==> src/core/cgcs_pkg.sv <==
// Package: register map, field positions and shared types of the CAN general block
package cgcs_pkg;

  // Register offsets on the plain register port
  localparam logic [2:0] ADDR_GCON  = 3'h0;
  localparam logic [2:0] ADDR_GSTA  = 3'h1;
  localparam logic [2:0] ADDR_GIT   = 3'h2;
  localparam logic [2:0] ADDR_GIE   = 3'h3;
  localparam logic [2:0] ADDR_BUSYL = 3'h4;
  localparam logic [2:0] ADDR_BUSYH = 3'h5;

  // General control bit positions
  localparam int GCON_ABORT   = 7;
  localparam int GCON_OVLREQ  = 6;
  localparam int GCON_TTMODE  = 5;
  localparam int GCON_SYNC    = 4;
  localparam int GCON_LISTEN  = 3;
  localparam int GCON_TEST    = 2;
  localparam int GCON_ENA     = 1;
  localparam int GCON_SOFTRST = 0;

  // General status bit positions
  localparam int GSTA_OVL     = 6;
  localparam int GSTA_TXB     = 4;
  localparam int GSTA_RXB     = 3;
  localparam int GSTA_ENF     = 2;
  localparam int GSTA_BUSOFF  = 1;
  localparam int GSTA_PASSIVE = 0;

  // Interrupt flag / enable bit positions
  localparam int GIT_SUM   = 7;
  localparam int GIT_BUSOFF = 6;
  localparam int GIT_OVRT  = 5;
  localparam int GIT_BX    = 4;
  localparam int GIE_ALL   = 7;
  localparam int GIE_BUSOFF = 6;
  localparam int GIE_RX    = 5;
  localparam int GIE_TX    = 4;
  localparam int GIE_ERR   = 3;
  localparam int GIE_BX    = 2;
  localparam int GIE_ERG   = 1;
  localparam int GIE_OVRT  = 0;

  // Reset values
  localparam logic [7:0] GCON_RST = 8'h00;
  localparam logic [7:0] GIT_RST  = 8'h00;
  localparam logic [7:0] GIE_RST  = 8'h00;

  // Counts
  localparam int          NUM_OBJ        = 15;
  localparam logic [3:0]  RECESSIVE_BITS = 4'hB;

  // Events from the protocol engine, one-cycle pulses
  typedef struct packed {
    logic                sof;          // Start of frame seen
    logic                eof_last;     // Last bit of end of frame
    logic                bit_tick;     // One bus bit sampled
    logic                bus_level;    // Sampled level, 1 recessive
    logic                timer_wrap;   // Timer rolled over to zero
    logic                frame_buf_done;
    logic                stuff_err;
    logic                crc_err;
    logic                form_err;
    logic                ack_err;
    logic [NUM_OBJ-1:0]  obj_enable;   // Object configured enabled
    logic [NUM_OBJ-1:0]  obj_disable;  // Object configured disabled
    logic [NUM_OBJ-1:0]  obj_rx_ok;
    logic [NUM_OBJ-1:0]  obj_tx_ok;
    logic                buf_cfg_rewritten; // All buffer objects rewritten
  } cgcs_evt_t;

  // Levels from the protocol engine
  typedef struct packed {
    logic overload_tx;
    logic tx_active;
    logic rx_active;
    logic bus_off;
    logic error_passive;
    logic obj_rx_irq;   // Any object receive-OK pending
    logic obj_tx_irq;
    logic obj_err_irq;
  } cgcs_lvl_t;

  // Controls handed to the protocol engine
  typedef struct packed {
    logic time_triggered_mode;
    logic trigger_sync_select;
    logic listen_mode;
    logic test_mode;
    logic overload_req;
    logic abort_request;
    logic enabled_state;
    logic freeze;         // Channel frozen, recessive drive, rx off
    logic trig_capture;   // Capture time-trigger timer now
    logic ctrl_reset;     // Soft reset of the controller only
  } cgcs_ctl_t;

endpackage

==> src/core/cgcs_busy_vec.sv <==
// Per-object busy vector of the CAN general block
`timescale 1ns/1ps
module cgcs_busy_vec (
  input  wire logic                        sys_clk,
  input  wire logic                        rst,
  input  wire logic                        ctrl_reset,
  input  wire logic [cgcs_pkg::NUM_OBJ-1:0] set_vec,
  input  wire logic [cgcs_pkg::NUM_OBJ-1:0] clr_vec,
  input  wire logic                        clr_all,
  output logic      [cgcs_pkg::NUM_OBJ-1:0] busy_r
);

  typedef struct packed {
    logic [cgcs_pkg::NUM_OBJ-1:0] busy;
  } cgcs_bv_st_t;

  cgcs_bv_st_t st_r;
  cgcs_bv_st_t st_nxt;

  // Clears win over a set in the same cycle: a finished object is free
  always_comb begin
    st_nxt = st_r;
    for (int i = 0; i < cgcs_pkg::NUM_OBJ; i++) begin
      if (clr_all || clr_vec[i]) begin
        st_nxt.busy[i] = 1'b0;
      end else if (set_vec[i]) begin
        st_nxt.busy[i] = 1'b1;
      end
    end
    if (ctrl_reset) begin
      st_nxt.busy = '0;
    end
  end

  // State register
  always_ff @(posedge sys_clk or posedge rst) begin
    if (rst) begin
      st_r <= '0;
    end else begin
      st_r <= st_nxt;
    end
  end

  assign busy_r = st_r.busy;

endmodule // cgcs_busy_vec

==> src/core/cgcs_top.sv <==
// General control, status and interrupt logic of the CAN controller
//
// How it works
// - Control bit 5 selects time-triggered mode; clear is normal operation.
// - Sync select picks capture at start or end of frame, time-triggered only.
// - Control bit 3 selects listening mode.
// - Enable command acts later; status enabled flag shows mode in force.
// - Standby ends transmission, then freezes: recessive drive, receiver off.
// - Enable mode entered only after 11 recessive bits read.
// - Soft reset bit resets controller only, ORed with hardware, self-clears.
// - Overload flag high while own overload frame sent, no interrupt.
// - Transmitter busy high while any frame field or spacing sent.
// - Receiver busy high while frame received or monitored.
// - Status bit 1 bus-off, bit 0 error-passive, latter no interrupt.
// - Bus-off flag sets on error-passive to bus-off; write 1 clears.
// - Summary bit 7 is OR of all sources except timer overrun.
// - Timer overrun flag sets on wrap; cleared by write 1 or handler.
// - Frame-buffer flag sets on completion; clear needs objects rewritten.
// - Bits 3..0 record stuff, CRC, form, ack errors; write 1 clears.
// - Enable 7 gates all but overrun; overrun gated by enable 0.
// - Enables 6..1 gate bus-off, rx, tx, object error, buffer, general.
// - Fifteen busy bits set when their object is enabled.
// - Busy bit clears on rx/tx OK, disable, abort or standby.
// - Abort clears the whole busy vector; ongoing frame finishes.
// - Writing 0 to an interrupt flag leaves it unchanged.
//
// The address map and strobed register access were left to the implementer.
`timescale 1ns/1ps
module cgcs_top (
  input  wire logic                sys_clk,
  input  wire logic                rst,
  input  wire logic [2:0]          reg_addr,
  input  wire logic [7:0]          reg_wdata,
  input  wire logic                reg_wr,
  input  wire logic                reg_rd,
  output logic      [7:0]          reg_rdata,
  input  wire cgcs_pkg::cgcs_evt_t eng_evt,
  input  wire cgcs_pkg::cgcs_lvl_t eng_lvl,
  input  wire logic                ovrt_handler_ack,
  output cgcs_pkg::cgcs_ctl_t      eng_ctl,
  output logic                     can_irq,
  output logic                     ovrt_irq
);

  typedef enum logic [1:0] {
    CGCS_STANDBY,
    CGCS_WAIT_IDLE,
    CGCS_ENABLED
  } cgcs_mode_t;

  typedef struct packed {
    logic [7:0]          gcon;
    logic [7:0]          git;     // Bit 7 unused here; summary computed
    logic [7:0]          gie;
    cgcs_mode_t          mode;
    logic [3:0]          rec_cnt;
    logic                prev_passive;
    logic                prev_busoff;
    logic                softrst_hold;
    logic [7:0]          rdata;
    cgcs_pkg::cgcs_ctl_t ctl;
    logic                can_irq;
    logic                ovrt_irq;
  } cgcs_st_t;

  cgcs_st_t st_r;
  cgcs_st_t st_nxt;

  logic [cgcs_pkg::NUM_OBJ-1:0] busy_vec;
  logic [cgcs_pkg::NUM_OBJ-1:0] busy_clr;
  logic                         busy_clr_all;
  logic                         summary;
  logic                         ctrl_reset;
  logic [7:0]                   status;
  logic [7:0]                   git_view;
  logic                         wr_git;
  logic [7:0]                   git_clr;

  // Soft reset from last cycle's request, ORed in for the whole block
  assign ctrl_reset = st_r.softrst_hold;

  // Busy clears: object finished, disabled, abort held, or standby in force
  assign busy_clr     = eng_evt.obj_rx_ok | eng_evt.obj_tx_ok
                        | eng_evt.obj_disable;
  assign busy_clr_all = st_r.gcon[cgcs_pkg::GCON_ABORT]
                        || (st_r.mode == CGCS_STANDBY);

  cgcs_busy_vec u_busy (
    .sys_clk    (sys_clk),
    .rst        (rst),
    .ctrl_reset (ctrl_reset),
    .set_vec    (eng_evt.obj_enable),
    .clr_vec    (busy_clr),
    .clr_all    (busy_clr_all),
    .busy_r     (busy_vec)
  );

  // Summary: every general source under its enable, overrun excluded
  assign summary =
      (st_r.git[cgcs_pkg::GIT_BUSOFF] && st_r.gie[cgcs_pkg::GIE_BUSOFF])
    || (eng_lvl.obj_rx_irq && st_r.gie[cgcs_pkg::GIE_RX])
    || (eng_lvl.obj_tx_irq && st_r.gie[cgcs_pkg::GIE_TX])
    || (eng_lvl.obj_err_irq && st_r.gie[cgcs_pkg::GIE_ERR])
    || (st_r.git[cgcs_pkg::GIT_BX] && st_r.gie[cgcs_pkg::GIE_BX])
    || ((|st_r.git[3:0]) && st_r.gie[cgcs_pkg::GIE_ERG]);

  // Status image; reserved bits read zero
  always_comb begin
    status = 8'h00;
    status[cgcs_pkg::GSTA_OVL]  = eng_lvl.overload_tx;
    status[cgcs_pkg::GSTA_TXB]  = eng_lvl.tx_active;
    status[cgcs_pkg::GSTA_RXB]  = eng_lvl.rx_active;
    status[cgcs_pkg::GSTA_ENF]  = (st_r.mode == CGCS_ENABLED);
    status[cgcs_pkg::GSTA_BUSOFF]  = eng_lvl.bus_off;
    status[cgcs_pkg::GSTA_PASSIVE] = eng_lvl.error_passive;
  end

  // Flag view with the summary folded into bit 7
  always_comb begin
    git_view = st_r.git;
    git_view[cgcs_pkg::GIT_SUM] = summary;
  end

  // Write-one-to-clear mask; zeros leave flags alone
  assign wr_git = reg_wr && (reg_addr == cgcs_pkg::ADDR_GIT);
  always_comb begin
    git_clr = wr_git ? reg_wdata : 8'h00;
    git_clr[cgcs_pkg::GIT_SUM] = 1'b0;
    // Buffer flag only clears once its objects were reconfigured
    if (!eng_evt.buf_cfg_rewritten) begin
      git_clr[cgcs_pkg::GIT_BX] = 1'b0;
    end
    if (ovrt_handler_ack) begin
      git_clr[cgcs_pkg::GIT_OVRT] = 1'b1;
    end
  end

  // Next-state logic of the whole block
  always_comb begin
    st_nxt = st_r;
    st_nxt.softrst_hold = 1'b0;

    // Register writes
    if (reg_wr && reg_addr == cgcs_pkg::ADDR_GCON) begin
      st_nxt.gcon = reg_wdata;
      // Soft reset is a pulse, never stored
      st_nxt.gcon[cgcs_pkg::GCON_SOFTRST] = 1'b0;
      st_nxt.softrst_hold = reg_wdata[cgcs_pkg::GCON_SOFTRST];
    end
    if (reg_wr && reg_addr == cgcs_pkg::ADDR_GIE) begin
      st_nxt.gie = reg_wdata;
    end

    // Flags: clear first, then sets so an event is never lost
    st_nxt.git = st_r.git & ~git_clr;
    st_nxt.git[cgcs_pkg::GIT_SUM] = 1'b0;
    if (eng_lvl.bus_off && !st_r.prev_busoff && st_r.prev_passive) begin
      st_nxt.git[cgcs_pkg::GIT_BUSOFF] = 1'b1;
    end
    if (eng_evt.timer_wrap) begin
      st_nxt.git[cgcs_pkg::GIT_OVRT] = 1'b1;
    end
    if (eng_evt.frame_buf_done) begin
      st_nxt.git[cgcs_pkg::GIT_BX] = 1'b1;
    end
    if (eng_evt.stuff_err) begin
      st_nxt.git[3] = 1'b1;
    end
    if (eng_evt.crc_err) begin
      st_nxt.git[2] = 1'b1;
    end
    if (eng_evt.form_err) begin
      st_nxt.git[1] = 1'b1;
    end
    if (eng_evt.ack_err) begin
      st_nxt.git[0] = 1'b1;
    end
    st_nxt.prev_passive = eng_lvl.error_passive;
    st_nxt.prev_busoff  = eng_lvl.bus_off;

    // Enable/standby sequencing
    unique case (st_r.mode)
      CGCS_STANDBY: begin
        st_nxt.rec_cnt = 4'h0;
        if (st_r.gcon[cgcs_pkg::GCON_ENA]) begin
          st_nxt.mode = CGCS_WAIT_IDLE;
        end
      end
      CGCS_WAIT_IDLE: begin
        if (!st_r.gcon[cgcs_pkg::GCON_ENA]) begin
          st_nxt.mode = CGCS_STANDBY;
        end else if (eng_evt.bit_tick) begin
          if (!eng_evt.bus_level) begin
            st_nxt.rec_cnt = 4'h0; // Dominant bit restarts the count
          end else if (st_r.rec_cnt == cgcs_pkg::RECESSIVE_BITS - 4'h1) begin
            st_nxt.mode = CGCS_ENABLED;
          end else begin
            st_nxt.rec_cnt = st_r.rec_cnt + 4'h1;
          end
        end
      end
      CGCS_ENABLED: begin
        // Ongoing transmission runs to its end before freezing
        if (!st_r.gcon[cgcs_pkg::GCON_ENA] && !eng_lvl.tx_active) begin
          st_nxt.mode = CGCS_STANDBY;
        end
      end
    endcase

    // Controls to the protocol engine
    st_nxt.ctl.time_triggered_mode = st_nxt.gcon[cgcs_pkg::GCON_TTMODE];
    st_nxt.ctl.trigger_sync_select = st_nxt.gcon[cgcs_pkg::GCON_SYNC];
    st_nxt.ctl.listen_mode   = st_nxt.gcon[cgcs_pkg::GCON_LISTEN];
    st_nxt.ctl.test_mode     = st_nxt.gcon[cgcs_pkg::GCON_TEST];
    st_nxt.ctl.overload_req  = st_nxt.gcon[cgcs_pkg::GCON_OVLREQ];
    st_nxt.ctl.abort_request = st_nxt.gcon[cgcs_pkg::GCON_ABORT];
    st_nxt.ctl.enabled_state = (st_nxt.mode == CGCS_ENABLED);
    st_nxt.ctl.freeze        = (st_nxt.mode != CGCS_ENABLED);
    // Capture point only matters in time-triggered mode
    st_nxt.ctl.trig_capture = st_r.gcon[cgcs_pkg::GCON_TTMODE]
      && (st_r.gcon[cgcs_pkg::GCON_SYNC] ? eng_evt.eof_last
                                         : eng_evt.sof);
    st_nxt.ctl.ctrl_reset = st_nxt.softrst_hold;

    // Interrupt requests
    st_nxt.can_irq  = summary && st_r.gie[cgcs_pkg::GIE_ALL];
    st_nxt.ovrt_irq = st_r.git[cgcs_pkg::GIT_OVRT]
                      && st_r.gie[cgcs_pkg::GIE_OVRT];

    // Read data, valid the cycle after the strobe; unmapped reads zero
    st_nxt.rdata = 8'h00;
    if (reg_rd) begin
      unique case (reg_addr)
        cgcs_pkg::ADDR_GCON:  st_nxt.rdata = st_r.gcon;
        cgcs_pkg::ADDR_GSTA:  st_nxt.rdata = status;
        cgcs_pkg::ADDR_GIT:   st_nxt.rdata = git_view;
        cgcs_pkg::ADDR_GIE:   st_nxt.rdata = st_r.gie;
        cgcs_pkg::ADDR_BUSYL: st_nxt.rdata = busy_vec[7:0];
        cgcs_pkg::ADDR_BUSYH: st_nxt.rdata = {1'b0, busy_vec[14:8]};
        default:              st_nxt.rdata = 8'h00;
      endcase
    end

    // Soft reset returns controller state to its reset values
    if (ctrl_reset) begin
      st_nxt.gcon    = cgcs_pkg::GCON_RST;
      st_nxt.git     = cgcs_pkg::GIT_RST;
      st_nxt.gie     = cgcs_pkg::GIE_RST;
      st_nxt.mode    = CGCS_STANDBY;
      st_nxt.rec_cnt = 4'h0;
      st_nxt.can_irq = 1'b0;
      st_nxt.ovrt_irq = 1'b0;
      st_nxt.ctl     = '0;
      st_nxt.ctl.freeze = 1'b1;
    end
  end

  // State register, asynchronous hardware reset
  always_ff @(posedge sys_clk or posedge rst) begin
    if (rst) begin
      st_r            <= '0;
      st_r.mode       <= CGCS_STANDBY;
      st_r.ctl.freeze <= 1'b1;
    end else begin
      st_r <= st_nxt;
    end
  end

  assign reg_rdata = st_r.rdata;
  assign eng_ctl   = st_r.ctl;
  assign can_irq   = st_r.can_irq;
  assign ovrt_irq  = st_r.ovrt_irq;

endmodule // cgcs_top

==> config.mk <==
export PLATFORM = sky130hd
export DESIGN_NAME = cgcs_top
export DESIGN_NICKNAME = d
export VERILOG_FILES = /design/src/core/cgcs_pkg.sv /design/src/core/cgcs_busy_vec.sv /design/src/core/cgcs_top.sv
export SDC_FILE = /design/constraint.sdc
export NUM_CORES = 1
export LEC_CHECK = 0
export ABC_AREA = 1
export BUFFER_PORTS_ARGS = -buffer_cell sky130_fd_sc_hd__buf_2
export CORE_UTILIZATION = 51
export CTS_BUF_LIST = sky130_fd_sc_hd__clkbuf_8
export DETAILED_ROUTE_END_ITERATION = 10
export PLACE_DENSITY = 0.88
export REMOVE_ABC_BUFFERS = 1
export SLEW_MARGIN = 0
export SYNTH_ARGS = -nofsm -noshare
export SYNTH_HDL_FRONTEND = slang
export SYNTH_SLANG_ARGS = --single-unit
==> constraint.sdc <==
create_clock -name sys_clk -period 2.19 [get_ports sys_clk]
set_clock_uncertainty 0.1 [all_clocks]
set_input_delay 0.438 -clock sys_clk [delete_from_list [all_inputs] [get_ports sys_clk]]
set_output_delay 0.438 -clock sys_clk [all_outputs]
set_load 0.1 [all_outputs]
Word-level counts from Yosys, hierarchy flattened

Index checks and enable logic that the tools add are counted.

Add/sub/neg operators: 1
Equality and inequality tests: 13
Multiplexer cells: 60
Bitwise gates (word level): 4
Reductions and logical operators: 61

Operators by type and width:

| operator                                             | count |
|---|---|
| one-hot mux 8 bit (6 select lines)                   | 1 |
| nonzero test 3 bit                                   | 16 |
| two-way mux 1 bit                                    | 41 |
| two-way mux 30 bit                                   | 1 |
| OR 15 bit                                            | 2 |
| two-way mux 8 bit                                    | 3 |
| logical OR 1 bit                                     | 21 |
| logical AND 1 bit                                    | 15 |
| two-way mux 15 bit                                   | 1 |
| two-way mux 12 bit                                   | 1 |
| two-way mux 4 bit                                    | 3 |
| two-way mux 2 bit                                    | 5 |
| one-hot mux 4 bit (2 select lines)                   | 1 |
| bitwise AND 7 bit                                    | 1 |
| two-way mux 7 bit                                    | 1 |
| inverter 7 bit                                       | 1 |
| equality test 3 x 2 -> 1 bit (second input constant) | 2 |
| equality test 3 bit (second input constant)          | 2 |
| two-way mux 6 bit                                    | 1 |
| != test 3 bit (second input constant)                | 2 |
| one-hot mux 2 bit (3 select lines)                   | 1 |
| adder 4 x 1 -> 4 bit (second input constant)         | 1 |
| equality test 2 bit (second input constant)          | 2 |
| equality test 4 bit (second input constant)          | 1 |
| other kinds (10)                                     | 13 |

Register bits: 67
Output and inout bits: 20

Logic depth before layout (Yosys ltp)

Word-level depth: 8
Depth in mapped cells: 10

Modules after synthesis

A second synthesis with hierarchy kept.

Cell total of the unflattened synthesis: 416
Area total of the unflattened synthesis: 3246.9 um^2

By module, submodules not included:

| module        | instances | cells an instance | area each (um^2) |
|---|---|---|---|
| cgcs_top      | 1         | 338               | 2613.8 |
| cgcs_busy_vec | 1         | 78                | 633.1 |

Least setup slack after synthesis

Ideal clock, no wire load.

Kind: in2reg
Start: in reg_addr[0]
End: reg st_r[48] (netlist bit)
Data arrival time: 1.201 ns
Path slack: 0.756 ns
Cell stages on the path: 6
Buffers on the path: 2
Cells stage by stage: clkbuf_2 > nor3_4 > nand2_4 > buf_6 > nand3_1 > o31ai_1

Word-level cells in the longest chain between the ends: 4

Ends and longest elaborated chain:

| element                | RTL line        | source |
|---|---|---|
| start: declaration     | cgcs_top.sv:32  | `input wire logic [2:0] reg_addr,` |
| zero test 3 bit        | cgcs_top.sv:144 | `if (reg_wr && reg_addr == cgcs_pkg::ADDR_GCON) begin` |
| logical AND 1 bit      | cgcs_top.sv:144 |  |
| two-way mux 8 bit      | cgcs_top.sv:144 |  |
| two-way mux 30 bit     | cgcs_top.sv:245 | `if (ctrl_reset) begin` |
| end signal: assignment | cgcs_top.sv:265 | `st_r <= st_nxt;` |
| end: declaration       | cgcs_top.sv:66  | `cgcs_st_t st_r;` |

No other way between the ends. The select of a mux whose other input is x is not followed.
A chain may end at the register's enable or synchronous reset.

Final worst setup path

Start: reg st_r, in the netlist eng_ctl[2]
End: out eng_ctl[2] (netlist bit)

RTL lines:

| element          | RTL line       | source |
|---|---|---|
| end: declaration | cgcs_top.sv:40 | `output cgcs_pkg::cgcs_ctl_t eng_ctl,` |

No word-level cell between the ends.

==> run summary <==
The run finished with clean final reports. STA classifies the critical path startpoint as a flop. TritonCTS built the clock tree.

The maximum clock path buffer count is 2. The count of cells in the finished layout, fillers not included, comes to 569. The top fanout value on the critical path is 1. The top cell type by area accounts for 47.0% of the synthesized area. The clock reaches the later pin of the worst-skew pair after 0.34 ns. Summed over all instances, the cell type with the most area after synthesis is sky130_fd_sc_hd__dfrtp_1. The critical path class was flop to primary output. Power spread over the standard cell area amounts to 836 nW/um^2. Cells fill 65.0% of the core in the end. OpenSTA, run right after detailed placement, puts the worst setup slack at 0.448 ns. Once the clock tree was built, the setup fixing pass inserted 0 buffers.

The maximum level of the CTS H-tree is 3. The cell with the most instances after synthesis was sky130_fd_sc_hd__nand2_1. The first-pass iteration count of the detailed router is 4. A synthesized cell averages 8.07 sq um. The final worst-path cycle share was 82.3%.

The post-route worst setup slack was 0.387 ns; the post-detailed-route via-to-cell ratio was 5.15. Synthesis inferred 60 register bits. Setup repair after global routing left no endpoint under its margin. For this run, the post-layout net count is 589. The type of the worst min-delay path is input port to async pin. Yosys attributes the largest share of cell area to sky130_fd_sc_hd__dfrtp_1 (47%), sky130_fd_sc_hd__nand2_1 (9.8%), sky130_fd_sc_hd__nor2_1 (6.0%). Input and output buffers added on the ports amount to 114. The logs give 0 for the total DRC errors in the routed layout and 0 ns for the summed negative setup slack over all endpoints. The via count of the first global-routing pass is 2,795, and the number of routed nets with antenna violations is 0. The logs give 53.0% for the effective utilization at floorplan and 12,600 microns for the global-route wire length before repair. On the worst path, the slowest cell contributes a delay of 0.51 ns. Max-slew violation count: 0. Across all layers, the routed design uses 2,929 vias.

The die is 80.5 microns wide. For the pin with the worst max-slew slack, the measured transition is 0.521 ns. Cells with a size suffix above 1 make up 30.0% of the layout.

Sorting the synthesized cells by how often they occur yields sky130_fd_sc_hd__nand2_1 (82), sky130_fd_sc_hd__dfrtp_1 (59), sky130_fd_sc_hd__nor2_1 (50). The die covers 6480 sq um. Across the run, the number of max-cap violations was 0. The remaining max-slew budget at the tightest pin is 65.2%. For this run the aggregate overflow at the end of global routing stands at 0. The multi-input combinational cells in the finished layout cover a total of 1270 sq um. In this run, the number of DRC markers left after iteration 0 of detailed routing was 196.

Hold timing on the final database bottoms out at a slack of 0.0331 ns. Cell class contributing the biggest share of worst-path delay: flip-flops. Routability-driven placement finished with a final weighted congestion of 0.924. In this run, placement finished with an instance count of 553.

The leading register cell type out of synthesis was sky130_fd_sc_hd__dfrtp_1. Global routing used 26.7% of the available tracks across all layers. The proportion of synthesized chip area in sequential cells was 47.8%. The analysis attributes to cell leakage a power of 0.00205 uW. The kind of end point of the critical path was a primary output. The clock-pin slew reported for the worst setup and hold paths after clock tree synthesis is 0.07 ns, and the data arrival at the endpoint of the critical path is 1.26 ns. The logs give 0 for the hold violation count in the final report and 559 uV for the largest voltage drop on the vdd net. Entering global routing, the biggest net connects 61 pins. Once the clock tree was built, the resizer swapped 0 gates to a different size.

The number of top-level pins came out at 115. The tools report the setup violation total in the final timing report as 0. In the final layout, flip-flops and latches occupy 1500 sq um. The buffer type at the clock tree root was sky130_fd_sc_hd__clkbuf_8.

For this run, the number of Yosys warnings is 0. Traced cell by cell, the critical path runs through buf_2. Of all flip-flops after synthesis, the portion carrying an async set or reset was 100%. Achievable clock frequency: 0.555 GHz.

For this design, the sink count on the clock tree is 60. The buffers plus inverters on the worst setup path was 1. Average wire per standard cell: 13.9 microns.

The detailed-placement wirelength estimate was 5960 microns. The minimum setup slack among reg-to-reg paths was 0.59 ns. The area added between synthesis and finish was 22.6%; the hold-fix buffer count after cts was 0.

The die boundary height is 80.5 microns. After floorplanning, the core was sized to cover 5920 sq um. The standard cell with the maximum stage delay on the critical path is sky130_fd_sc_hd__dfstp_2. The number of antenna cells inserted is 0, and the netlist area before placement is 3140 sq um. Synthesis produced 389 cells. The routed wire length was 7910 microns; the initial antenna violation count was 0. The number of distinct library cell variants in the gate-level netlist after synthesis was 33; the final period demand of the worst path was 1.80 ns.

The cell row count was 28. The number of enable-type register cells in the synthesized netlist works out to 0. The logs give 1.65 ns for the required time at the endpoint of the critical path and 9 for the number of buffers created by CTS.

Counting the fill cells in the layout gives 492.
-- layout by cell type (no fill, tap or decap), drive strengths merged --
cell    Yosys  routed
o31ai       4       4
clkinv      0       3
nand3b      1       1
and3        1       1
o22ai       2       2
nand3      32      32
nand2      84      84
inv        42      43
nor4        1       1
nor2       52      52
dfrtp      59      59
buf        23     117
o21ai      37      37
dfstp       1       1
or2         1       1
a21oi      16      16
ha          5       5
bufinv      0       2
clkbuf      5      10
xor2        1       1
o2111a      1       1
nand4       2       2
nor3       19      19
-- layout make-up --
type	instances	share of cell area (%)
sequential	60	39.0
multi-input combinational	259	33.1
timing repair buffer	117	15.7
inverter	42	4.09
clock buffer	10	3.57
tap	75	2.44
clock inverter	6	2.05
-- routing by layer --
layer	vias to the layer above	routed length, microns	GRT usage [%]
met1	1332	3190	32.6
li1	1441	-	-
met2	143	3850	45.2
met3	13	720	6.93
met5	-	0	0
met4	0	149	9.82
-- through the flow --
step | power (uW) | area (sq um)
floorplan | 1880 | 2940
global placement | 2120 | 3630
detailed placement | 2140 | 3630
CTS | 3240 | 3850
global route | 3380 | 3850
finish | 3220 | 3850
-- flip-flops by register name, summed over array words and instances (netlist names) --
signal,cells
ctrl_reset,1
can_irq,1
eng_ctl,4
reg_rdata,8
st_r,23
git_view,7
ovrt_irq,1
u_busy.busy_r,15
-- path summary, 6_finish.rpt --
path                             from                to  depth (start not counted)
min in group sys_clk       eng_lvl[3]          st_r[22]                          1
min                               rst  u_busy.busy_r[7]                          3
min reg2reg                  st_r[31]          st_r[31]                          2
max in group asynchronous         rst        eng_ctl[2]                          3
max reg2reg                ctrl_reset  u_busy.busy_r[6]                          3
max                        eng_ctl[2]        eng_ctl[2]                          1
-- logic make-up (layout without fill, tap and decap cells) --
group | count (synthesis) | in the layout | synth area share [%]
fa+ha+maj | 5 | 5 | 1.99
compound gates | 60 | 60 | 10.6
flops | 60 | 60 | 47.8
simple gates | 193 | 193 | 27.7
buf+inv | 70 | 175 | 11.6
xor+xnor | 1 | 1 | 0.279
-- power by group --
| group | internal (uW) | switching [uW] |
|---|---|---|
| Sequential | 1210 | 85.8 |
| Combinational | 215 | 618 |
| Clock | 661 | 427 |
| Total | 2090 | 1130 |
(Power assumes the default switching activity.)
